--- config.mk ---
export PLATFORM = sky130hd
export DESIGN_NAME = ibs_sequencer
export DESIGN_NICKNAME = d
export VERILOG_FILES = /design/src/pkg/ibs_pkg.sv /design/src/hdl/ibs_sequencer.sv
export SDC_FILE = /design/constraint.sdc
export NUM_CORES = 1
export LEC_CHECK = 0
export BUFFER_PORTS_ARGS = -buffer_cell sky130_fd_sc_hd__buf_2
export CAP_MARGIN = 20
export CORE_UTILIZATION = 30
export DETAILED_ROUTE_END_ITERATION = 10
export MAX_ROUTING_LAYER = met4
export PLACE_DENSITY_LB_ADDON = 0.3
export SKIP_LAST_GASP = 1
export SLEW_MARGIN = 20
export SYNTH_ARGS = -nofsm -noshare
export SYNTH_HDL_FRONTEND = slang
export SYNTH_SLANG_ARGS = --single-unit
export TNS_END_PERCENT = 100
--- constraint.sdc ---
create_clock -name pclk -period 5.15 [get_ports pclk]
set_clock_uncertainty 0.15 [all_clocks]
set_input_delay 1.03 -clock pclk [delete_from_list [all_inputs] [get_ports pclk]]
set_output_delay 1.03 -clock pclk [all_outputs]
set_load 0.005 [all_outputs]
--- src/pkg/ibs_pkg.sv ---
/*
 * Shared constants and types for the I2C master byte sequencer.
 * Assumes a 25 MHz APB clock that also paces the baud counter.
 */
package ibs_pkg;
	// ==========================================================
	// Timing
	localparam int unsigned PCLK_NS        = 40;
	localparam int unsigned INSTR_CYCLE_NS = 80;
	localparam int unsigned WRITE_COLLISION_FLAG_WIN_NS    = 2 * INSTR_CYCLE_NS;
	localparam logic [7:0]  WRITE_COLLISION_FLAG_WIN_CYC   = 8'(WRITE_COLLISION_FLAG_WIN_NS / PCLK_NS);
	// ==========================================================
	// Register offsets
	localparam logic [11:0] OFS_XFER_BUFFER = 12'h000;
	localparam logic [11:0] OFS_CONTROL_TWO = 12'h004;
	localparam logic [11:0] OFS_PORT_STATUS = 12'h008;
	localparam logic [11:0] OFS_BAUD_RELOAD = 12'h00c;
	// ==========================================================
	// Field positions
	localparam int unsigned C2_ACK_STATUS = 6;
	localparam int unsigned C2_ACK_DATA   = 5;
	localparam int unsigned C2_ACK_EN     = 4;
	localparam int unsigned C2_RCV_EN     = 3;
	localparam int unsigned C2_STOP_EN    = 2;
	localparam int unsigned ST_BF         = 0;
	localparam int unsigned ST_STOP       = 4;
	localparam int unsigned ST_IF         = 5;
	localparam int unsigned ST_OVF        = 6;
	localparam int unsigned ST_WRITE_COLLISION_FLAG       = 7;
	// ==========================================================
	// Reset values
	localparam logic [6:0]  BAUD_RST = 7'h09;
	localparam logic [7:0]  BUF_RST  = 8'h00;
	// ==========================================================
	// Types
	typedef enum logic [3:0] {
		IBS_IDLE     = 4'h0,
		IBS_LOW      = 4'h1,
		IBS_REL      = 4'h3,
		IBS_HIGH     = 4'h2,
		IBS_STP_SDA  = 4'h6,
		IBS_STP_LOW  = 4'h7,
		IBS_STP_REL  = 4'h5,
		IBS_STP_HIGH = 4'h4,
		IBS_STP_CHK  = 4'hc,
		IBS_STP_END  = 4'hd
	} ibs_state_t;
	typedef enum logic [1:0] {
		IBS_OP_TX   = 2'h0,
		IBS_OP_RX   = 2'h1,
		IBS_OP_ACK  = 2'h2,
		IBS_OP_STOP = 2'h3
	} ibs_op_t;
	typedef struct packed {
		logic ack_status;
		logic ack_data;
		logic ack_en;
		logic rcv_en;
		logic stop_en;
	} ibs_con2_t;
	typedef struct packed {
		logic scl;
		logic sda;
	} ibs_line_t;
endpackage : ibs_pkg

--- src/hdl/ibs_sequencer.sv ---
/*
 * I2C master byte sequencer: transmit, receive, acknowledge and Stop,
 * with an APB register slave. Assumes open-drain pads outside and an
 * external Repeated Start engine that reports when it is busy.
 */
`timescale 1ns/1ps
// Summary of operation
// - Idle buffer write sets full flag, starts baud counter, shifts byte out.
// - Data changes only with clock low, Stop excepted; low one period, high one period.
// - Address byte: seven address bits then direction bit, one per clock.
// - After eighth falling edge clear full flag and release data.
// - Ninth falling edge samples data into ack status, bit 6.
// - After ninth clock set interrupt flag, hold clock low, data floating.
// - Transmit full flag set by buffer write, cleared after eight bits.
// - Write during shifting sets collision; early writes still update buffer.
// - Collision flag is cleared only by software.
// - Write during receive, acknowledge, Stop or Repeated Start: collision, no change.
// - Whole control register, ack data included, locked while Repeated Start runs.
// - Receive enable starts reception only when idle.
// - Reception toggles clock each period; data shifted in on rising edges.
// - After eighth falling edge store byte, flag full and interrupt, idle.
// - Buffer read in receive operation clears full flag.
// - Byte completing while full flag set raises overflow.
// - Acknowledge: clock low, drive ack data, one period, release clock.
// - Clock seen high: one more period, clock low, clear enable, idle.
// - Stop: data low; seen low, count, release clock, then data.
// - Data high with clock high sets stop bit; later interrupt, enable cleared.
// - Baud counter reloads from seven bits, counts to zero, stops.
// - Released clock suspends counter until the line reads high.
module ibs_sequencer #(
	parameter int unsigned BAUD_W = 7
) (
	// Clock and reset
	input  wire logic        pclk,
	input  wire logic        presetn,
	// APB slave
	input  wire logic        psel,
	input  wire logic        penable,
	input  wire logic        pwrite,
	input  wire logic [11:0] paddr,
	input  wire logic [31:0] pwdata,
	output logic [31:0]      prdata,
	output logic             pready,
	output logic             pslverr,
	// Repeated Start engine status, same clock
	input  wire logic        rep_start_busy,
	// Serial clock line
	input  wire logic        scl_i,
	output logic             scl_o,
	output logic             scl_oe,
	// Serial data line
	input  wire logic        sda_i,
	output logic             sda_o,
	output logic             sda_oe
);
	import ibs_pkg::*;

	// Reload register is seven bits wide, so the counter cannot be wider
	if (BAUD_W < 1 || BAUD_W > 7) begin : g_baud_w_check
		$error("BAUD_W must lie in 1..7");
	end

	// ==========================================================
	// Pin synchronisers
	ibs_line_t s1_r, ln_r;
	always_ff @(posedge pclk or negedge presetn) begin
		if (!presetn) begin
			s1_r <= '1;
			ln_r <= '1;
		end else begin
			s1_r <= '{scl: scl_i, sda: sda_i};
			ln_r <= s1_r;
		end
	end

	// ==========================================================
	// State
	ibs_state_t        st_r, st_nxt;
	ibs_op_t           op_r;
	ibs_con2_t         con2_r;
	logic [3:0]        bit_r;
	logic [BAUD_W-1:0] cnt_r;
	logic [6:0]        baud_r;
	logic [7:0]        buf_r, tx_sh_r, rx_sh_r, age_r;
	logic              bf_r, write_collision_flag_r, ovf_r, if_r, stop_r, hold_r, rxm_r;
	logic              scl_oe_r, sda_oe_r;
	logic [31:0]       prdata_r;

	// ==========================================================
	// APB decode
	wire acc      = psel && penable;
	wire sel_buf  = paddr == OFS_XFER_BUFFER;
	wire sel_con2 = paddr == OFS_CONTROL_TWO;
	wire sel_stat = paddr == OFS_PORT_STATUS;
	wire sel_baud = paddr == OFS_BAUD_RELOAD;
	wire hit      = sel_buf || sel_con2 || sel_stat || sel_baud;
	wire wr       = acc && pwrite && hit;
	wire wr_buf   = wr && sel_buf;
	wire wr_c2raw = wr && sel_con2;
	wire wr_con2  = wr_c2raw && !rep_start_busy;
	wire wr_stat  = wr && sel_stat;
	wire rd_buf   = acc && !pwrite && sel_buf;
	wire [31:0] con2_rd = {25'h0, con2_r.ack_status, con2_r.ack_data,
		con2_r.ack_en, con2_r.rcv_en, con2_r.stop_en, 2'h0};
	wire [31:0] stat_rd = {24'h0, write_collision_flag_r, ovf_r, if_r, stop_r, 3'h0, bf_r};
	wire [31:0] rdata = sel_buf ? {24'h0, buf_r} :
		sel_con2 ? con2_rd : sel_stat ? stat_rd :
		sel_baud ? {25'h0, baud_r} : 32'h0;
	assign pready  = acc;
	assign pslverr = acc && !hit;
	assign prdata  = prdata_r;

	// ==========================================================
	// Command acceptance
	wire idle    = st_r == IBS_IDLE;
	wire go_tx   = wr_buf && idle && !rep_start_busy;
	wire tx_busy = !idle && op_r == IBS_OP_TX;
	wire wr_upd  = wr_buf && tx_busy && age_r < WRITE_COLLISION_FLAG_WIN_CYC;
	wire write_collision_flag_ev = wr_buf && !go_tx;
	// One command per write, and only from idle
	wire go_stop = wr_con2 && idle && pwdata[C2_STOP_EN];
	wire go_ack  = wr_con2 && idle && !go_stop && pwdata[C2_ACK_EN];
	wire go_rx   = wr_con2 && idle && !go_stop && !go_ack && pwdata[C2_RCV_EN];

	// ==========================================================
	// Baud counter
	logic ld, fall;
	wire counting = st_r inside {IBS_LOW, IBS_HIGH, IBS_STP_LOW, IBS_STP_HIGH, IBS_STP_END};
	wire tmo      = counting && cnt_r == '0;
	always_ff @(posedge pclk or negedge presetn) begin
		if (!presetn)
			cnt_r <= '0;
		else if (ld)
			cnt_r <= baud_r[BAUD_W-1:0];
		else if (counting && cnt_r != '0)
			cnt_r <= cnt_r - 1'b1;
	end

	// ==========================================================
	// Sequencer
	wire last_bit = (op_r == IBS_OP_TX && bit_r == 4'h8) ||
		(op_r == IBS_OP_RX && bit_r == 4'h7) || op_r == IBS_OP_ACK;
	always_comb begin
		st_nxt = st_r;
		ld     = 1'b0;
		fall   = 1'b0;
		unique case (st_r)
			IBS_IDLE: begin
				if (go_tx || go_rx || go_ack) begin
					st_nxt = IBS_LOW;
					ld     = 1'b1;
				end else if (go_stop)
					st_nxt = IBS_STP_SDA;
			end
			IBS_LOW: begin
				if (tmo)
					st_nxt = IBS_REL;
			end
			IBS_REL: begin
				if (ln_r.scl) begin
					st_nxt = IBS_HIGH;
					ld     = 1'b1;
				end
			end
			IBS_HIGH: begin
				if (tmo) begin
					fall = 1'b1;
					ld   = !last_bit;
					st_nxt = last_bit ? IBS_IDLE : IBS_LOW;
				end
			end
			IBS_STP_SDA: begin
				if (!ln_r.sda) begin
					st_nxt = IBS_STP_LOW;
					ld     = 1'b1;
				end
			end
			IBS_STP_LOW: begin
				if (tmo)
					st_nxt = IBS_STP_REL;
			end
			IBS_STP_REL: begin
				if (ln_r.scl) begin
					st_nxt = IBS_STP_HIGH;
					ld     = 1'b1;
				end
			end
			IBS_STP_HIGH: begin
				if (tmo)
					st_nxt = IBS_STP_CHK;
			end
			IBS_STP_CHK: begin
				if (ln_r.sda && ln_r.scl) begin
					st_nxt = IBS_STP_END;
					ld     = 1'b1;
				end
			end
			IBS_STP_END: begin
				if (tmo)
					st_nxt = IBS_IDLE;
			end
			default: st_nxt = IBS_IDLE;
		endcase
	end

	// ==========================================================
	// Events
	wire tx_b7     = fall && op_r == IBS_OP_TX && bit_r == 4'h7;
	wire tx_done   = fall && op_r == IBS_OP_TX && bit_r == 4'h8;
	wire rx_done   = fall && op_r == IBS_OP_RX && bit_r == 4'h7;
	wire ack_done  = fall && op_r == IBS_OP_ACK;
	wire stop_seen = st_r == IBS_STP_CHK && ln_r.sda && ln_r.scl;
	wire stop_done = st_r == IBS_STP_END && tmo;
	wire rx_edge   = st_r == IBS_REL && ln_r.scl && op_r == IBS_OP_RX;
	// Clock stays low after a byte or acknowledge until a Stop takes over
	wire hold_nxt  = (hold_r || tx_done || rx_done || ack_done) &&
		!(st_r == IBS_STP_LOW && tmo);
	wire scl_nxt   = st_nxt inside {IBS_LOW, IBS_STP_SDA, IBS_STP_LOW} ||
		(st_nxt == IBS_IDLE && hold_nxt);
	// Data follows the clock by one cycle, so it never moves while high except when released for the Stop
	wire sda_lowp  = op_r == IBS_OP_TX ? (bit_r != 4'h8 && !tx_sh_r[7]) :
		op_r == IBS_OP_ACK ? !con2_r.ack_data : 1'b0;
	wire sda_nxt   = st_r == IBS_LOW ? sda_lowp :
		st_r inside {IBS_REL, IBS_HIGH} ? sda_oe_r :
		st_r inside {IBS_STP_SDA, IBS_STP_LOW, IBS_STP_REL, IBS_STP_HIGH};

	always_ff @(posedge pclk or negedge presetn) begin
		if (!presetn) begin
			st_r     <= IBS_IDLE;
			op_r     <= IBS_OP_TX;
			bit_r    <= 4'h0;
			hold_r   <= 1'b0;
			scl_oe_r <= 1'b0;
			sda_oe_r <= 1'b0;
		end else begin
			st_r     <= st_nxt;
			hold_r   <= hold_nxt;
			scl_oe_r <= scl_nxt;
			sda_oe_r <= sda_nxt;
			if (go_tx)
				op_r <= IBS_OP_TX;
			else if (go_rx)
				op_r <= IBS_OP_RX;
			else if (go_ack)
				op_r <= IBS_OP_ACK;
			else if (go_stop)
				op_r <= IBS_OP_STOP;
			if (idle)
				bit_r <= 4'h0;
			else if (fall)
				bit_r <= bit_r + 4'h1;
		end
	end
	assign scl_o  = 1'b0;
	assign sda_o  = 1'b0;
	assign scl_oe = scl_oe_r;
	assign sda_oe = sda_oe_r;

	// ==========================================================
	// Data path
	always_ff @(posedge pclk or negedge presetn) begin
		if (!presetn) begin
			buf_r    <= BUF_RST;
			tx_sh_r  <= BUF_RST;
			rx_sh_r  <= BUF_RST;
			baud_r   <= BAUD_RST;
			age_r    <= WRITE_COLLISION_FLAG_WIN_CYC;
			prdata_r <= 32'h0;
		end else begin
			if (go_tx || wr_upd) begin
				buf_r   <= pwdata[7:0];
				tx_sh_r <= pwdata[7:0];
			end else begin
				if (rx_done)
					buf_r <= rx_sh_r;
				if (fall && op_r == IBS_OP_TX)
					tx_sh_r <= {tx_sh_r[6:0], 1'b0};
			end
			if (rx_edge)
				rx_sh_r <= {rx_sh_r[6:0], ln_r.sda};
			if (wr && sel_baud)
				baud_r <= pwdata[6:0];
			if (go_tx)
				age_r <= 8'h0;
			else if (age_r < WRITE_COLLISION_FLAG_WIN_CYC)
				age_r <= age_r + 8'h1;
			if (psel && !penable)
				prdata_r <= rdata;
		end
	end

	// ==========================================================
	// Control and status flags; a hardware set wins over a clear
	wire clr_if   = wr_stat && pwdata[ST_IF];
	wire clr_ovf  = wr_stat && pwdata[ST_OVF];
	wire clr_write_collision_flag = wr_stat && pwdata[ST_WRITE_COLLISION_FLAG];
	always_ff @(posedge pclk or negedge presetn) begin
		if (!presetn) begin
			con2_r <= '0;
			bf_r   <= 1'b0;
			write_collision_flag_r <= 1'b0;
			ovf_r  <= 1'b0;
			if_r   <= 1'b0;
			stop_r <= 1'b0;
			rxm_r  <= 1'b0;
		end else begin
			if (wr_con2)
				con2_r.ack_data <= pwdata[C2_ACK_DATA];
			if (tx_done)
				con2_r.ack_status <= ln_r.sda;
			con2_r.stop_en <= go_stop || (con2_r.stop_en && !stop_done);
			con2_r.ack_en  <= go_ack || (con2_r.ack_en && !ack_done);
			con2_r.rcv_en  <= go_rx || (con2_r.rcv_en && !rx_done);
			bf_r   <= go_tx || rx_done ||
				(bf_r && !tx_b7 && !(rd_buf && rxm_r));
			write_collision_flag_r <= write_collision_flag_ev || (write_collision_flag_r && !clr_write_collision_flag);
			ovf_r  <= (rx_done && bf_r) || (ovf_r && !clr_ovf);
			if_r   <= tx_done || rx_done || stop_done || (if_r && !clr_if);
			stop_r <= stop_seen || (stop_r && !go_tx);
			if (go_tx)
				rxm_r <= 1'b0;
			else if (rx_done)
				rxm_r <= 1'b1;
		end
	end
endmodule : ibs_sequencer

# After elaboration in Yosys (flattened, before gate mapping)

Index checks and enable logic that the tools add are counted.

Add/sub/neg operators: 3
Reduce and logical (&&, ||, !) cells: 119
Equality and inequality tests: 21
Magnitude comparators: 1
Muxes and demuxes: 45

Operator list:

| kind                | number |
|---|---|
| $mux 8              | 9 |
| $logic_and 1x1->1   | 58 |
| $mux 4              | 13 |
| $pmux 4 s10         | 1 |
| $eq 4x3->1 const B  | 7 |
| $eq 12x4->1 const B | 2 |
| $logic_or 1x1->1    | 23 |
| $mux 7              | 3 |
| $logic_not 1->1     | 20 |
| $mux 1              | 14 |
| $reduce_bool 2->1   | 7 |
| $eq 12x3->1 const B | 1 |
| $eq 4x4->1 const B  | 3 |
| $logic_not 12->1    | 1 |
| $add 8x1->8 const B | 1 |
| $eq 4x1->1 const B  | 2 |
| $eq 4x2->1 const B  | 2 |
| $logic_not 4->1     | 2 |
| $lt 8x3->1 const B  | 1 |
| $mux 2              | 4 |
| $reduce_bool 4->1   | 2 |
| $logic_not 7->1     | 1 |
| $reduce_bool 7->1   | 1 |
| $sub 7x1->7 const B | 1 |
| other kinds (10)    | 10 |

Output and inout port bits: 38
Flip-flop bits (word level): 106
Word-level logic and storage cells: 217

# Longest topological paths before layout

Gate-level depths: netlist of run 1.

Word-level depth: 22
Mapped depth: 10

# Worst setup path after synthesis of run 1

OpenSTA, ideal clock, no wires.

Kind: input to output
From: input port paddr[5]
To: output port pslverr
Path buffers: 1
Required time: 3.970 ns
Stages: 4
Setup slack: 1.833 ns
Data arrival time: 2.137 ns
Cells stage by stage: nor4_1 > nand3_1 > clkbuf_1 > and2_1

Word-level cells in the longest chain between the ends: 6

RTL lines:

| element                                                | RTL line                                 | source |
|---|---|---|
| from (decl)                                            | ibs_sequencer.sv:40                      | `input wire logic [11:0] paddr,` |
| $eq 12x3->1 / $logic_not 12->1 (equally long branches) | ibs_sequencer.sv:93, ibs_sequencer.sv:92 |  |
| $logic_or 1x1->1 (2 in a row)                          | ibs_sequencer.sv:96                      | `wire hit = sel_buf \|\| sel_con2 \|\| sel_stat \|\| sel_baud;` |
| $logic_or 1x1->1 (*)                                   | ibs_sequencer.sv:96                      |  |
| $logic_not 1->1 (*)                                    | ibs_sequencer.sv:110                     | `assign pslverr = acc && !hit;` |
| $logic_and 1x1->1 (*)                                  | ibs_sequencer.sv:110                     |  |
| to (decl)                                              | ibs_sequencer.sv:44                      | `output logic pslverr,` |

Mark *: on every way between the ends. The rest lies on a longest branch, timed or not.

# Final worst setup path of run 1

Ends and elaborated chain as after synthesis.

==> flow_results.xml, run 1 <==
<?xml version="1.0" encoding="UTF-8"?>
<metrics>
  <group name="die">
    <metric name="die-height" unit="um">121</metric>
    <metric name="initial_cell_density_of_the_core" unit="">0.313</metric>
    <metric name="floorplan.die.width" unit="um">121</metric>
    <metric name="design.core.area" unit="um^2">13500</metric>
    <metric name="fp.dieArea" unit="um^2">14500</metric>
    <metric name="std_cell_rows" unit="">42</metric>
    <metric name="ioPinCount" unit="">90</metric>
  </group>
  <group name="sta">
    <metric name="tightest_slew" unit="ps">1020</metric>
    <metric name="maxClockFrequency" unit="GHz">0.288</metric>
    <metric name="period_minus_slack" unit="ps">3470</metric>
    <metric name="setup_tns" unit="ps">0</metric>
    <metric name="post-route-worst-setup-slack" unit="ps">1680</metric>
    <metric name="finalHoldViolCount" unit="">0</metric>
    <metric name="setup_repair_after_global_routing_missed_its_margin" unit="">false</metric>
    <metric name="setup_viol" unit="">0</metric>
    <metric name="final_min_period_over_clock_period" unit="">0.674</metric>
    <metric name="slew_headroom" unit="">0.315</metric>
    <metric name="final_max_slew_viol_count" unit="">0</metric>
  </group>
  <group name="routing">
    <metric name="avgViaCountPerCell" unit="">4.93</metric>
    <metric name="drc" unit="">0</metric>
    <metric name="routed-via-count" unit="">3071</metric>
    <metric name="drt_wl_total" unit="mm">9.68</metric>
    <metric name="ant_nets" unit="">0</metric>
    <metric name="wl_cell" unit="um">15.5</metric>
    <metric name="dr.first_iter.drc_count" unit="">199</metric>
    <metric name="first_pass_iters" unit="">4</metric>
  </group>
  <group name="grt">
    <metric name="grt_first_pass_wirelength" unit="mm">16.0</metric>
    <metric name="gr-total-overflow" unit="">0</metric>
    <metric name="grtUsageTotal" unit="">0.148</metric>
    <metric name="grt_start_max_net_pins" unit="">48</metric>
    <metric name="antenna_violations_before_repair" unit="">0</metric>
    <metric name="first_global_vias" unit="">3049</metric>
  </group>
  <group name="placed_design">
    <metric name="io_buffer_count" unit="">39</metric>
    <metric name="dpl_cell_area" unit="um^2">4490</metric>
    <metric name="weighted_congestion_reported_at_the_end_of_routability_driven_placement" unit="">0.841</metric>
    <metric name="detailed_place_hpwl" unit="mm">7.10</metric>
    <metric name="detailedPlace.worstSlack" unit="ps">1310</metric>
  </group>
  <group name="synth">
    <metric name="synth_cells" unit="">405</metric>
    <metric name="async_flop_share" unit="">1.00</metric>
    <metric name="synthTopCellsByArea" unit="">sky130_fd_sc_hd__dfrtp_1 45%, sky130_fd_sc_hd__mux2_2 5.3%, sky130_fd_sc_hd__buf_4 4.6%</metric>
    <metric name="synth-compound-area-share" unit="">0.119</metric>
    <metric name="synth-warning-count" unit="">0</metric>
    <metric name="yosysTopAreaCellShare" unit="">0.445</metric>
    <metric name="ys.flop_type" unit="">sky130_fd_sc_hd__dfrtp_1</metric>
    <metric name="mappedNetlistArea" unit="um^2">4210</metric>
    <metric name="yosys.area_share.xor_xnor" unit="">0.0199</metric>
    <metric name="synthMuxAreaShare" unit="">0.0956</metric>
    <metric name="post_synth_num_cell_types" unit="">59</metric>
    <metric name="synth.avg_cell_area" unit="um^2">10.4</metric>
    <metric name="yosys.area_share.simple" unit="">0.188</metric>
    <metric name="synth.largest_area_cell" unit="">sky130_fd_sc_hd__dfrtp_1</metric>
    <metric name="synth.yosys.seq_area_share" unit="">0.489</metric>
    <metric name="largest_family_of_logic_cells_by_synthesized_area" unit="">simple AND/OR/NAND/NOR gates</metric>
    <metric name="ys_seq_elements" unit="">82</metric>
    <metric name="synth_edf_count" unit="">0</metric>
    <metric name="yosys.area_share.adder" unit="">0.0119</metric>
  </group>
  <group name="cts">
    <metric name="post_cts_resize_count" unit="">0</metric>
    <metric name="worstSkewPairLatency" unit="ps">340</metric>
    <metric name="clk_transition_reported_paths" unit="ps">60</metric>
    <metric name="cts_buffers" unit="">9</metric>
    <metric name="cts_htree_levels" unit="">3</metric>
    <metric name="post_cts_hold_buffer_count" unit="">0</metric>
    <metric name="cts_root_buf" unit="">sky130_fd_sc_hd__clkbuf_16</metric>
    <metric name="clockBufferDepth" unit="">2</metric>
    <metric name="cts_tree" unit="">done</metric>
    <metric name="post-cts-setup-buffer-count" unit="">0</metric>
    <metric name="tritoncts_num_sinks" unit="">82</metric>
  </group>
  <group name="pwr">
    <metric name="clockPowerShare" unit="">0.405</metric>
    <metric name="internal_power" unit="uW">1310</metric>
    <metric name="comb_power_share" unit="">0.170</metric>
    <metric name="max_vdd_drop" unit="mV">0.216</metric>
    <metric name="static-leakage-power" unit="uW">0.00215</metric>
    <metric name="pwr_density_cell" unit="nW/um^2">376</metric>
    <metric name="sequentialPowerShare" unit="">0.425</metric>
    <metric name="power.net_switching" unit="uW">509</metric>
    <metric name="netSwitchingFraction" unit="">0.280</metric>
  </group>
  <group name="cells_and_area">
    <metric name="layout-drive-gt1-share" unit="">0.226</metric>
    <metric name="final_nets" unit="">498</metric>
    <metric name="finalInstanceArea" unit="um^2">4840</metric>
    <metric name="synthToLayoutAreaGrowth" unit="%">14.8</metric>
    <metric name="diodes" unit="">0</metric>
    <metric name="layout_commonest_cell" unit="">sky130_fd_sc_hd__dfrtp_1</metric>
    <metric name="mostFrequentLayoutCells" unit="">75 x sky130_fd_sc_hd__dfrtp_1, 41 x sky130_fd_sc_hd__nand2_1, 38 x sky130_fd_sc_hd__buf_2</metric>
  </group>
  <group name="worst_setup_path">
    <metric name="worstSetupPathType" unit="">in2out</metric>
    <metric name="crit_chain" unit="">buf_2 &gt; nor4_1 &gt; nand3_1 &gt; buf_4 &gt; and2_1 &gt; buf_2</metric>
    <metric name="crit_path_frequent_cell" unit="">sky130_fd_sc_hd__buf_2</metric>
    <metric name="critical_path_buf_inv_count" unit="">3</metric>
    <metric name="timing.critical_path.to_type" unit="">output pin</metric>
    <metric name="cp_startpoint_kind" unit="">primary input</metric>
    <metric name="critPathMaxStageDelay" unit="ps">530</metric>
    <metric name="critPathSlowestCell" unit="">sky130_fd_sc_hd__nor4_1</metric>
    <metric name="cpLargestDelayFamily" unit="">simple AND/OR/NAND/NOR gates</metric>
    <metric name="timing.critical_path.arrival" unit="ps">2290</metric>
    <metric name="r2r_slack" unit="ps">1890</metric>
    <metric name="critPathMaxFanout" unit="">15</metric>
    <metric name="critPathRequiredTime" unit="ps">3970</metric>
  </group>
  <group name="run_status">
    <metric name="outcome" unit="">finished clean</metric>
  </group>
  <group name="run">
    <metric name="maxCapViolations" unit="">0</metric>
  </group>
  <group name="min_path">
    <metric name="timing.hold.worst.class" unit="">reg2reg</metric>
  </group>
</metrics>
==> state kept, by name, summed over array words and instances, names as in the netlist, 2 cells and up <==
signal and count:
con2_r 5, rx_sh_r 8, ln_r 2, op_r 2, baud_r 7, tx_sh_r 8
buf_r 8, prdata 8, st_r 4, s1_r 2, cnt_r 7, age_r 8
bit_r 4
==> final cells by class <==
class / instances / area (um^2)
clock buffer: 10 / 229
clock inverter: 6 / 115
fill: 1347 / 8620
inverter: 13 / 48.8
multi-input combinational: 293 / 1930
sequential: 82 / 2060
tap: 176 / 220
timing repair buffer: 43 / 228
==> stage by stage <==
| stage | hold slack (ps) | util | total power (uW) | cells |
|---|---|---|---|---|
| final | 205 | 0.359 | 1820 | 623 |
| after global routing | 209 | 0.359 | 1920 | 623 |
| after CTS | 205 | 0.359 | 1840 | 623 |
| after detailed placement | 197 | 0.333 | 1090 | 607 |
| after global placement | 198 | 0.333 | 1080 | 607 |
| after floorplan | 195 | - | 1010 | 430 |
==> power by group through the flow <==
stage	sequential [uW]	combinational (uW)	clock [uW]
after floorplan	746	260	0
after global placement	777	302	0
after detailed placement	781	309	0
after CTS	769	311	755
after global routing	783	355	782
final	772	310	737
==> synthesized netlist by cell type, drive strengths merged, types with 9 or more instances <==
cell,n
nor3,13
inv,13
mux2i,11
nand2,41
o21ai,12
mux2,20
nor2,30
and2,11
clkbuf,9
a21oi,15
buf,33
dfrtp,75
==> per-layer routing <==
layer  global-route usage  part of all wire  vias to the layer above
li1                     -                 -                     1473
met1                0.201              0.50                     1502
met2                0.217              0.44                       83
met3               0.0354             0.038                       13
met4               0.0494             0.018                        0
met5                    -                 0                        -
==> cell families after synthesis <==
group,count (synthesis)
flops,82
other cells,1
simple gates,149
mux,34
compound gates,72
xor+xnor,8
fa+ha+maj,4
buf+inv,55
==> path summary, 6_finish.rpt <==
check,from,to,cells after the start
worst max-delay path,paddr[5],pslverr,6
worst min-delay path,s1_r[1],ln_r[1],0
worst max register to register,cnt_r[0],buf_r[0],9
worst min register to register,s1_r[1],ln_r[1],0
max in group asynchronous,presetn,tx_sh_r[7],2
min in group asynchronous,presetn,scl_oe,1
(Power assumes the default switching activity.)
==> run 2, diff against run 1 <==
==> constraint.sdc (replaced) <==
create_clock -name pclk -period 2.94 [get_ports pclk]
set_clock_uncertainty 0.15 [all_clocks]
set_input_delay 0.588 -clock pclk [delete_from_list [all_inputs] [get_ports pclk]]
set_output_delay 0.588 -clock pclk [all_outputs]
set_load 0.005 [all_outputs]
==> run 2 against run 1 <==
  * Global-route usage increased by 0.49 points
  * First-iteration DRC count fell by 21%
  * Sequential share of layout area fell by 0.57 points
  * Sequential power up 72%
  * Highest routed layer unchanged
  * Total power rose by 67%
  * Non-clock buffer count grew 15
  * Critical endpoint unchanged
==> flow_results.xml, run 2 (synthesized netlist as in run 1, its figures left out) <==
<?xml version="1.0" encoding="UTF-8"?>
<metrics>
  <group name="worst_setup_path">
    <metric name="critPathSlowestCell" unit="">sky130_fd_sc_hd__nor4_1</metric>
    <metric name="worstSetupPathType" unit="">in2out</metric>
    <metric name="timing.critical_path.to_type" unit="">output pin</metric>
    <metric name="critPathRequiredTime" unit="ps">2200</metric>
    <metric name="critPathMaxStageDelay" unit="ps">450</metric>
    <metric name="crit_chain" unit="">buf_2 &gt; nor4_1 &gt; nand3_1 &gt; buf_4 &gt; and2_1 &gt; buf_2</metric>
    <metric name="critPathMaxFanout" unit="">10</metric>
    <metric name="timing.critical_path.arrival" unit="ps">2070</metric>
    <metric name="crit_path_frequent_cell" unit="">sky130_fd_sc_hd__buf_2</metric>
    <metric name="cp_startpoint_kind" unit="">primary input</metric>
  </group>
  <group name="pwr">
    <metric name="max_vdd_drop" unit="mV">0.289</metric>
    <metric name="clockPowerShare" unit="">0.365</metric>
    <metric name="power.net_switching" unit="uW">896</metric>
    <metric name="internal_power" unit="uW">2150</metric>
    <metric name="static-leakage-power" unit="uW">0.00220</metric>
    <metric name="comb_power_share" unit="">0.200</metric>
    <metric name="netSwitchingFraction" unit="">0.294</metric>
    <metric name="sequentialPowerShare" unit="">0.435</metric>
    <metric name="pwr_density_cell" unit="nW/um^2">621</metric>
  </group>
  <group name="run">
    <metric name="maxCapViolations" unit="">0</metric>
  </group>
  <group name="grt">
    <metric name="gr-total-overflow" unit="">0</metric>
    <metric name="grtUsageTotal" unit="">0.153</metric>
    <metric name="grt_start_max_net_pins" unit="">48</metric>
    <metric name="antenna_violations_before_repair" unit="">0</metric>
    <metric name="global_route.usage.met1" unit="">0.208</metric>
    <metric name="grt_first_pass_wirelength" unit="mm">16.5</metric>
    <metric name="met3_usage" unit="">0.0316</metric>
    <metric name="first_global_vias" unit="">3077</metric>
    <metric name="global_route.peak_usage_layer" unit="">met2</metric>
    <metric name="grt_util_met2" unit="">0.228</metric>
  </group>
  <group name="cts">
    <metric name="post_cts_hold_buffer_count" unit="">0</metric>
    <metric name="clk_transition_reported_paths" unit="ps">60</metric>
    <metric name="worstSkewPairLatency" unit="ps">340</metric>
    <metric name="tritoncts_num_sinks" unit="">82</metric>
    <metric name="clockBufferDepth" unit="">2</metric>
    <metric name="cts_tree" unit="">done</metric>
    <metric name="cts_root_buf" unit="">sky130_fd_sc_hd__clkbuf_16</metric>
    <metric name="post_cts_resize_count" unit="">0</metric>
    <metric name="post-cts-setup-buffer-count" unit="">0</metric>
    <metric name="cts_htree_levels" unit="">3</metric>
    <metric name="cts_buffers" unit="">9</metric>
  </group>
  <group name="sta">
    <metric name="finalHoldViolCount" unit="">0</metric>
    <metric name="slew_headroom" unit="">0.586</metric>
    <metric name="final_min_period_over_clock_period" unit="">0.954</metric>
    <metric name="period_minus_slack" unit="ps">2810</metric>
    <metric name="tightest_slew" unit="ps">618</metric>
    <metric name="final_max_slew_viol_count" unit="">0</metric>
    <metric name="setup_viol" unit="">0</metric>
    <metric name="maxClockFrequency" unit="GHz">0.356</metric>
    <metric name="setup_tns" unit="ps">0</metric>
    <metric name="setup_repair_after_global_routing_missed_its_margin" unit="">false</metric>
  </group>
  <group name="cells_and_area">
    <metric name="final_core_utilization" unit="">0.364</metric>
    <metric name="final_nets" unit="">513</metric>
    <metric name="layout-drive-gt1-share" unit="">0.249</metric>
    <metric name="finalInstanceArea" unit="um^2">4900</metric>
    <metric name="diodes" unit="">0</metric>
    <metric name="synthToLayoutAreaGrowth" unit="%">16.3</metric>
    <metric name="mostFrequentLayoutCells" unit="">75 x sky130_fd_sc_hd__dfrtp_1, 41 x sky130_fd_sc_hd__nand2_1, 38 x sky130_fd_sc_hd__buf_2</metric>
    <metric name="layout_commonest_cell" unit="">sky130_fd_sc_hd__dfrtp_1</metric>
  </group>
  <group name="routing">
    <metric name="wl_cell" unit="um">15.8</metric>
    <metric name="drt_wl_total" unit="mm">10.0</metric>
    <metric name="avgViaCountPerCell" unit="">4.87</metric>
    <metric name="dr.first_iter.drc_count" unit="">158</metric>
    <metric name="first_pass_iters" unit="">4</metric>
    <metric name="routed-via-count" unit="">3102</metric>
    <metric name="drc" unit="">0</metric>
    <metric name="ant_nets" unit="">0</metric>
  </group>
  <group name="die">
    <metric name="fp.dieArea" unit="um^2">14500</metric>
    <metric name="initial_cell_density_of_the_core" unit="">0.313</metric>
    <metric name="design.core.area" unit="um^2">13500</metric>
    <metric name="std_cell_rows" unit="">42</metric>
    <metric name="floorplan.die.width" unit="um">121</metric>
    <metric name="die-height" unit="um">121</metric>
    <metric name="ioPinCount" unit="">90</metric>
  </group>
  <group name="run_status">
    <metric name="outcome" unit="">finished clean</metric>
  </group>
  <group name="min_path">
    <metric name="timing.hold.worst.class" unit="">in2async</metric>
  </group>
  <group name="placed_design">
    <metric name="weighted_congestion_reported_at_the_end_of_routability_driven_placement" unit="">0.835</metric>
    <metric name="io_buffer_count" unit="">39</metric>
    <metric name="dpl_cell_area" unit="um^2">4610</metric>
    <metric name="detailed_place_hpwl" unit="mm">7.41</metric>
  </group>
</metrics>
==> run 2: worst paths after layout <==
| path | depth (start not counted) | end | from | slack, ps |
|---|---|---|---|---|
| min in group pclk | 1 | s1_r[0] | sda_i | 200 |
| hold / removal | 1 | st_r[1] | presetn | 70 |
| setup / recovery | 6 | pslverr | paddr[5] | 130 |
| setup reg to reg | 8 | scl_oe | cnt_r[0] | 140 |
| hold reg to reg | 0 | ln_r[0] | s1_r[0] | 210 |
| max in group asynchronous | 2 | age_r[2] | presetn | 1900 |
==> run 2: layout make-up <==
cell class	instances	area, um^2
well taps	176	220
inverters	13	48.8
clock inverters	6	65.1
flip-flops and latches	82	2060
clock buffers	9	225
multi-input cells	293	1930
repair buffers	58	353
fillers	1374	8550
==> run 2: power by group through the flow <==
stage	registers (uW)	logic, uW	clock network, uW
after detailed placement	1340	616	0
after CTS	1320	614	1140
final	1330	607	1110
after floorplan	1310	455	0
after global placement	1340	592	0
after global routing	1340	681	1190
==> run 2: critical path, delay by kind of cell <==
kind                   cells  cell delay [ps]
buffers and inverters      3              510
and+or+nand+nor            3              970
==> run 2: per-layer routing <==
metal  part of all wire  vias to the layer above
met5                  0                        -
met2               0.45                       96
met4              0.016                        0
li1                   -                     1500
met1               0.48                     1496
met3              0.052                       10
==> run 2: stage by stage <==
step           power, uW  std cells  setup slack [ps]  hold slack, ps
6_report            3040        637               134            69.4
5_1_grt             3210        637              34.9             103
4_1_cts             3080        637               140            79.9
3_3_place_gp        1930        622               125             197
2_1_floorplan       1760        430               290             142
3_5_place_dp        1960        622              36.0             197
==> run 3, diff against run 2 <==
--- a/config.mk
+++ b/config.mk
@@ -5,12 +5,12 @@
 export SDC_FILE = /design/constraint.sdc
 export NUM_CORES = 1
 export LEC_CHECK = 0
-export BUFFER_PORTS_ARGS = -buffer_cell sky130_fd_sc_hd__buf_2
+export BUFFER_PORTS_ARGS = -buffer_cell sky130_fd_sc_hd__buf_4
 export CAP_MARGIN = 20
-export CORE_UTILIZATION = 30
+export CORE_UTILIZATION = 25
 export DETAILED_ROUTE_END_ITERATION = 10
 export MAX_ROUTING_LAYER = met4
-export PLACE_DENSITY_LB_ADDON = 0.3
+export PLACE_DENSITY = 0.41
 export SKIP_LAST_GASP = 1
 export SLEW_MARGIN = 20
 export SYNTH_ARGS = -nofsm -noshare
==> run 3 against run 2 <==
  * Maximum frequency rose by 1.5%
  * Sequential share of layout area decreased by 1.8 points
  * Total power is 7.2% higher
  * Critical path type unchanged
  * Hold slack better by 21 ps
  * Non-clock buffer count is 1 higher
  * Via count grew 0.81%
  * Final cell count increased by 7.2%
  * Sequential power about the same
  * Wire length rose by 9.3%
  * Critical endpoint unchanged
  * Worst setup slack gained 41 ps
==> flow_results.xml, run 3 (synthesized netlist as in run 1, its figures left out) <==
<?xml version="1.0" encoding="UTF-8"?>
<metrics>
  <group name="worst_setup_path">
    <metric name="critPathSlowestCell" unit="">sky130_fd_sc_hd__nor4_1</metric>
    <metric name="cpLargestDelayFamily" unit="">simple AND/OR/NAND/NOR gates</metric>
    <metric name="worstSetupPathType" unit="">in2out</metric>
    <metric name="timing.critical_path.to_type" unit="">output pin</metric>
    <metric name="timing.critical_path.arrival" unit="ps">2030</metric>
    <metric name="critPathMaxFanout" unit="">10</metric>
    <metric name="critPathRequiredTime" unit="ps">2200</metric>
    <metric name="crit_chain" unit="">buf_4 &gt; nor4_1 &gt; nand3_1 &gt; buf_4 &gt; and2_1 &gt; buf_4</metric>
    <metric name="critical_path_buf_inv_count" unit="">3</metric>
    <metric name="critPathMaxStageDelay" unit="ps">420</metric>
    <metric name="cp_startpoint_kind" unit="">primary input</metric>
    <metric name="crit_path_frequent_cell" unit="">sky130_fd_sc_hd__buf_4</metric>
  </group>
  <group name="routing">
    <metric name="wl_cell" unit="um">16.1</metric>
    <metric name="dr.first_iter.drc_count" unit="">242</metric>
    <metric name="routed-via-count" unit="">3127</metric>
    <metric name="drt_wl_total" unit="mm">11.0</metric>
    <metric name="avgViaCountPerCell" unit="">4.58</metric>
    <metric name="first_pass_iters" unit="">4</metric>
    <metric name="drc" unit="">0</metric>
    <metric name="ant_nets" unit="">0</metric>
  </group>
  <group name="pwr">
    <metric name="power.net_switching" unit="uW">926</metric>
    <metric name="clockPowerShare" unit="">0.400</metric>
    <metric name="sequentialPowerShare" unit="">0.409</metric>
    <metric name="pwr_density_cell" unit="nW/um^2">637</metric>
    <metric name="netSwitchingFraction" unit="">0.284</metric>
    <metric name="comb_power_share" unit="">0.191</metric>
    <metric name="internal_power" unit="uW">2340</metric>
    <metric name="static-leakage-power" unit="uW">0.00226</metric>
    <metric name="max_vdd_drop" unit="mV">0.245</metric>
  </group>
  <group name="cts">
    <metric name="cts_tree" unit="">done</metric>
    <metric name="cts_htree_levels" unit="">3</metric>
    <metric name="tritoncts_num_sinks" unit="">82</metric>
    <metric name="worstSkewPairLatency" unit="ps">350</metric>
    <metric name="clk_transition_reported_paths" unit="ps">60</metric>
    <metric name="post-cts-setup-buffer-count" unit="">0</metric>
    <metric name="cts_root_buf" unit="">sky130_fd_sc_hd__clkbuf_16</metric>
    <metric name="cts_buffers" unit="">9</metric>
    <metric name="clockBufferDepth" unit="">2</metric>
  </group>
  <group name="sta">
    <metric name="setup_repair_after_global_routing_missed_its_margin" unit="">false</metric>
    <metric name="maxClockFrequency" unit="GHz">0.362</metric>
    <metric name="tightest_slew" unit="ps">615</metric>
    <metric name="period_minus_slack" unit="ps">2770</metric>
    <metric name="slew_headroom" unit="">0.588</metric>
    <metric name="final_min_period_over_clock_period" unit="">0.941</metric>
    <metric name="setup_tns" unit="ps">0</metric>
    <metric name="worst_hold_slack" unit="ps">90.4</metric>
    <metric name="finalHoldViolCount" unit="">0</metric>
    <metric name="final_max_slew_viol_count" unit="">0</metric>
    <metric name="setup_viol" unit="">0</metric>
  </group>
  <group name="cells_and_area">
    <metric name="fillCellCount" unit="">1752</metric>
    <metric name="final_nets" unit="">514</metric>
    <metric name="final_core_utilization" unit="">0.310</metric>
    <metric name="layout_commonest_cell" unit="">sky130_fd_sc_hd__dfrtp_1</metric>
    <metric name="mostFrequentLayoutCells" unit="">75 x sky130_fd_sc_hd__dfrtp_1, 58 x sky130_fd_sc_hd__buf_4, 41 x sky130_fd_sc_hd__nand2_1</metric>
    <metric name="layout-drive-gt1-share" unit="">0.257</metric>
    <metric name="synthToLayoutAreaGrowth" unit="%">21.5</metric>
    <metric name="diodes" unit="">0</metric>
  </group>
  <group name="die">
    <metric name="std_cell_rows" unit="">47</metric>
    <metric name="ioPinCount" unit="">90</metric>
    <metric name="die-height" unit="um">132</metric>
    <metric name="fp.dieArea" unit="um^2">17400</metric>
    <metric name="initial_cell_density_of_the_core" unit="">0.255</metric>
    <metric name="design.core.area" unit="um^2">16500</metric>
    <metric name="floorplan.die.width" unit="um">132</metric>
  </group>
  <group name="min_path">
    <metric name="timing.hold.worst.class" unit="">in2async</metric>
  </group>
  <group name="grt">
    <metric name="antenna_violations_before_repair" unit="">0</metric>
    <metric name="gr-total-overflow" unit="">0</metric>
    <metric name="grt_first_pass_wirelength" unit="mm">18.1</metric>
    <metric name="first_global_vias" unit="">3183</metric>
    <metric name="grt_start_max_net_pins" unit="">43</metric>
    <metric name="grtUsageTotal" unit="">0.142</metric>
  </group>
  <group name="placed_design">
    <metric name="weighted_congestion_reported_at_the_end_of_routability_driven_placement" unit="">0.781</metric>
    <metric name="io_buffer_count" unit="">39</metric>
    <metric name="detailed_place_hpwl" unit="mm">8.17</metric>
  </group>
  <group name="run_status">
    <metric name="outcome" unit="">finished clean</metric>
  </group>
  <group name="run">
    <metric name="maxCapViolations" unit="">0</metric>
  </group>
</metrics>
-- run 3: area by class of cell --
| class | instances | area (um^2) | area share |
|---|---|---|---|
| sequential | 82 | 2060 | 0.403 |
| clock buffer | 9 | 225 | 0.0440 |
| timing repair buffer | 59 | 455 | 0.0890 |
| inverter | 13 | 48.8 | 0.00953 |
| tap | 220 | 275 | 0.0538 |
| multi-input combinational | 293 | 1940 | 0.378 |
| clock inverter | 7 | 116 | 0.0227 |
-- run 3: stage by stage --
stage	cell area, um^2	instances	setup slack (ps)	power [uW]
detailed placement	4770	667	43.2	1980
CTS	5110	683	58.4	3310
global placement	4770	667	92.6	1960
global route	5120	683	46.7	3450
floorplan	4310	430	290	1760
finish	5120	683	174	3260
-- run 3: power groups by stage --
stage | Combinational [uW] | Clock, uW | Sequential (uW)
after floorplan | 455 | 0 | 1310
after global placement | 609 | 0 | 1350
after detailed placement | 628 | 0 | 1350
after CTS | 627 | 1350 | 1330
after global routing | 705 | 1400 | 1350
final | 624 | 1310 | 1330
-- run 3: worst paths after layout --
kind                            depth (start not counted)  slack [ps]  startpoint        to
worst max-delay path                                    6         170    paddr[5]   pslverr
worst min-delay path                                    1          90     presetn   st_r[0]
worst max register to register                          8         180    cnt_r[0]    scl_oe
worst min register to register                          0         210     s1_r[0]   ln_r[0]
max in group asynchronous                               2        1860     presetn  age_r[2]
min in group pclk                                       1         200       scl_i   s1_r[1]
-- run 3: metal layers --
layer | global-route usage | share of wire | up-vias
li1 | - | - | 1509
met1 | 0.194 | 0.48 | 1529
met2 | 0.206 | 0.45 | 76
met3 | 0.0323 | 0.049 | 13
met4 | 0.0478 | 0.014 | 0
met5 | - | 0 | -
-- run 3: repair_timing --
item                                    in CTS  in global routing
endpoints found under the setup margin       0                  2
hold buffers                                 0                  0
resized for setup                            0                  2
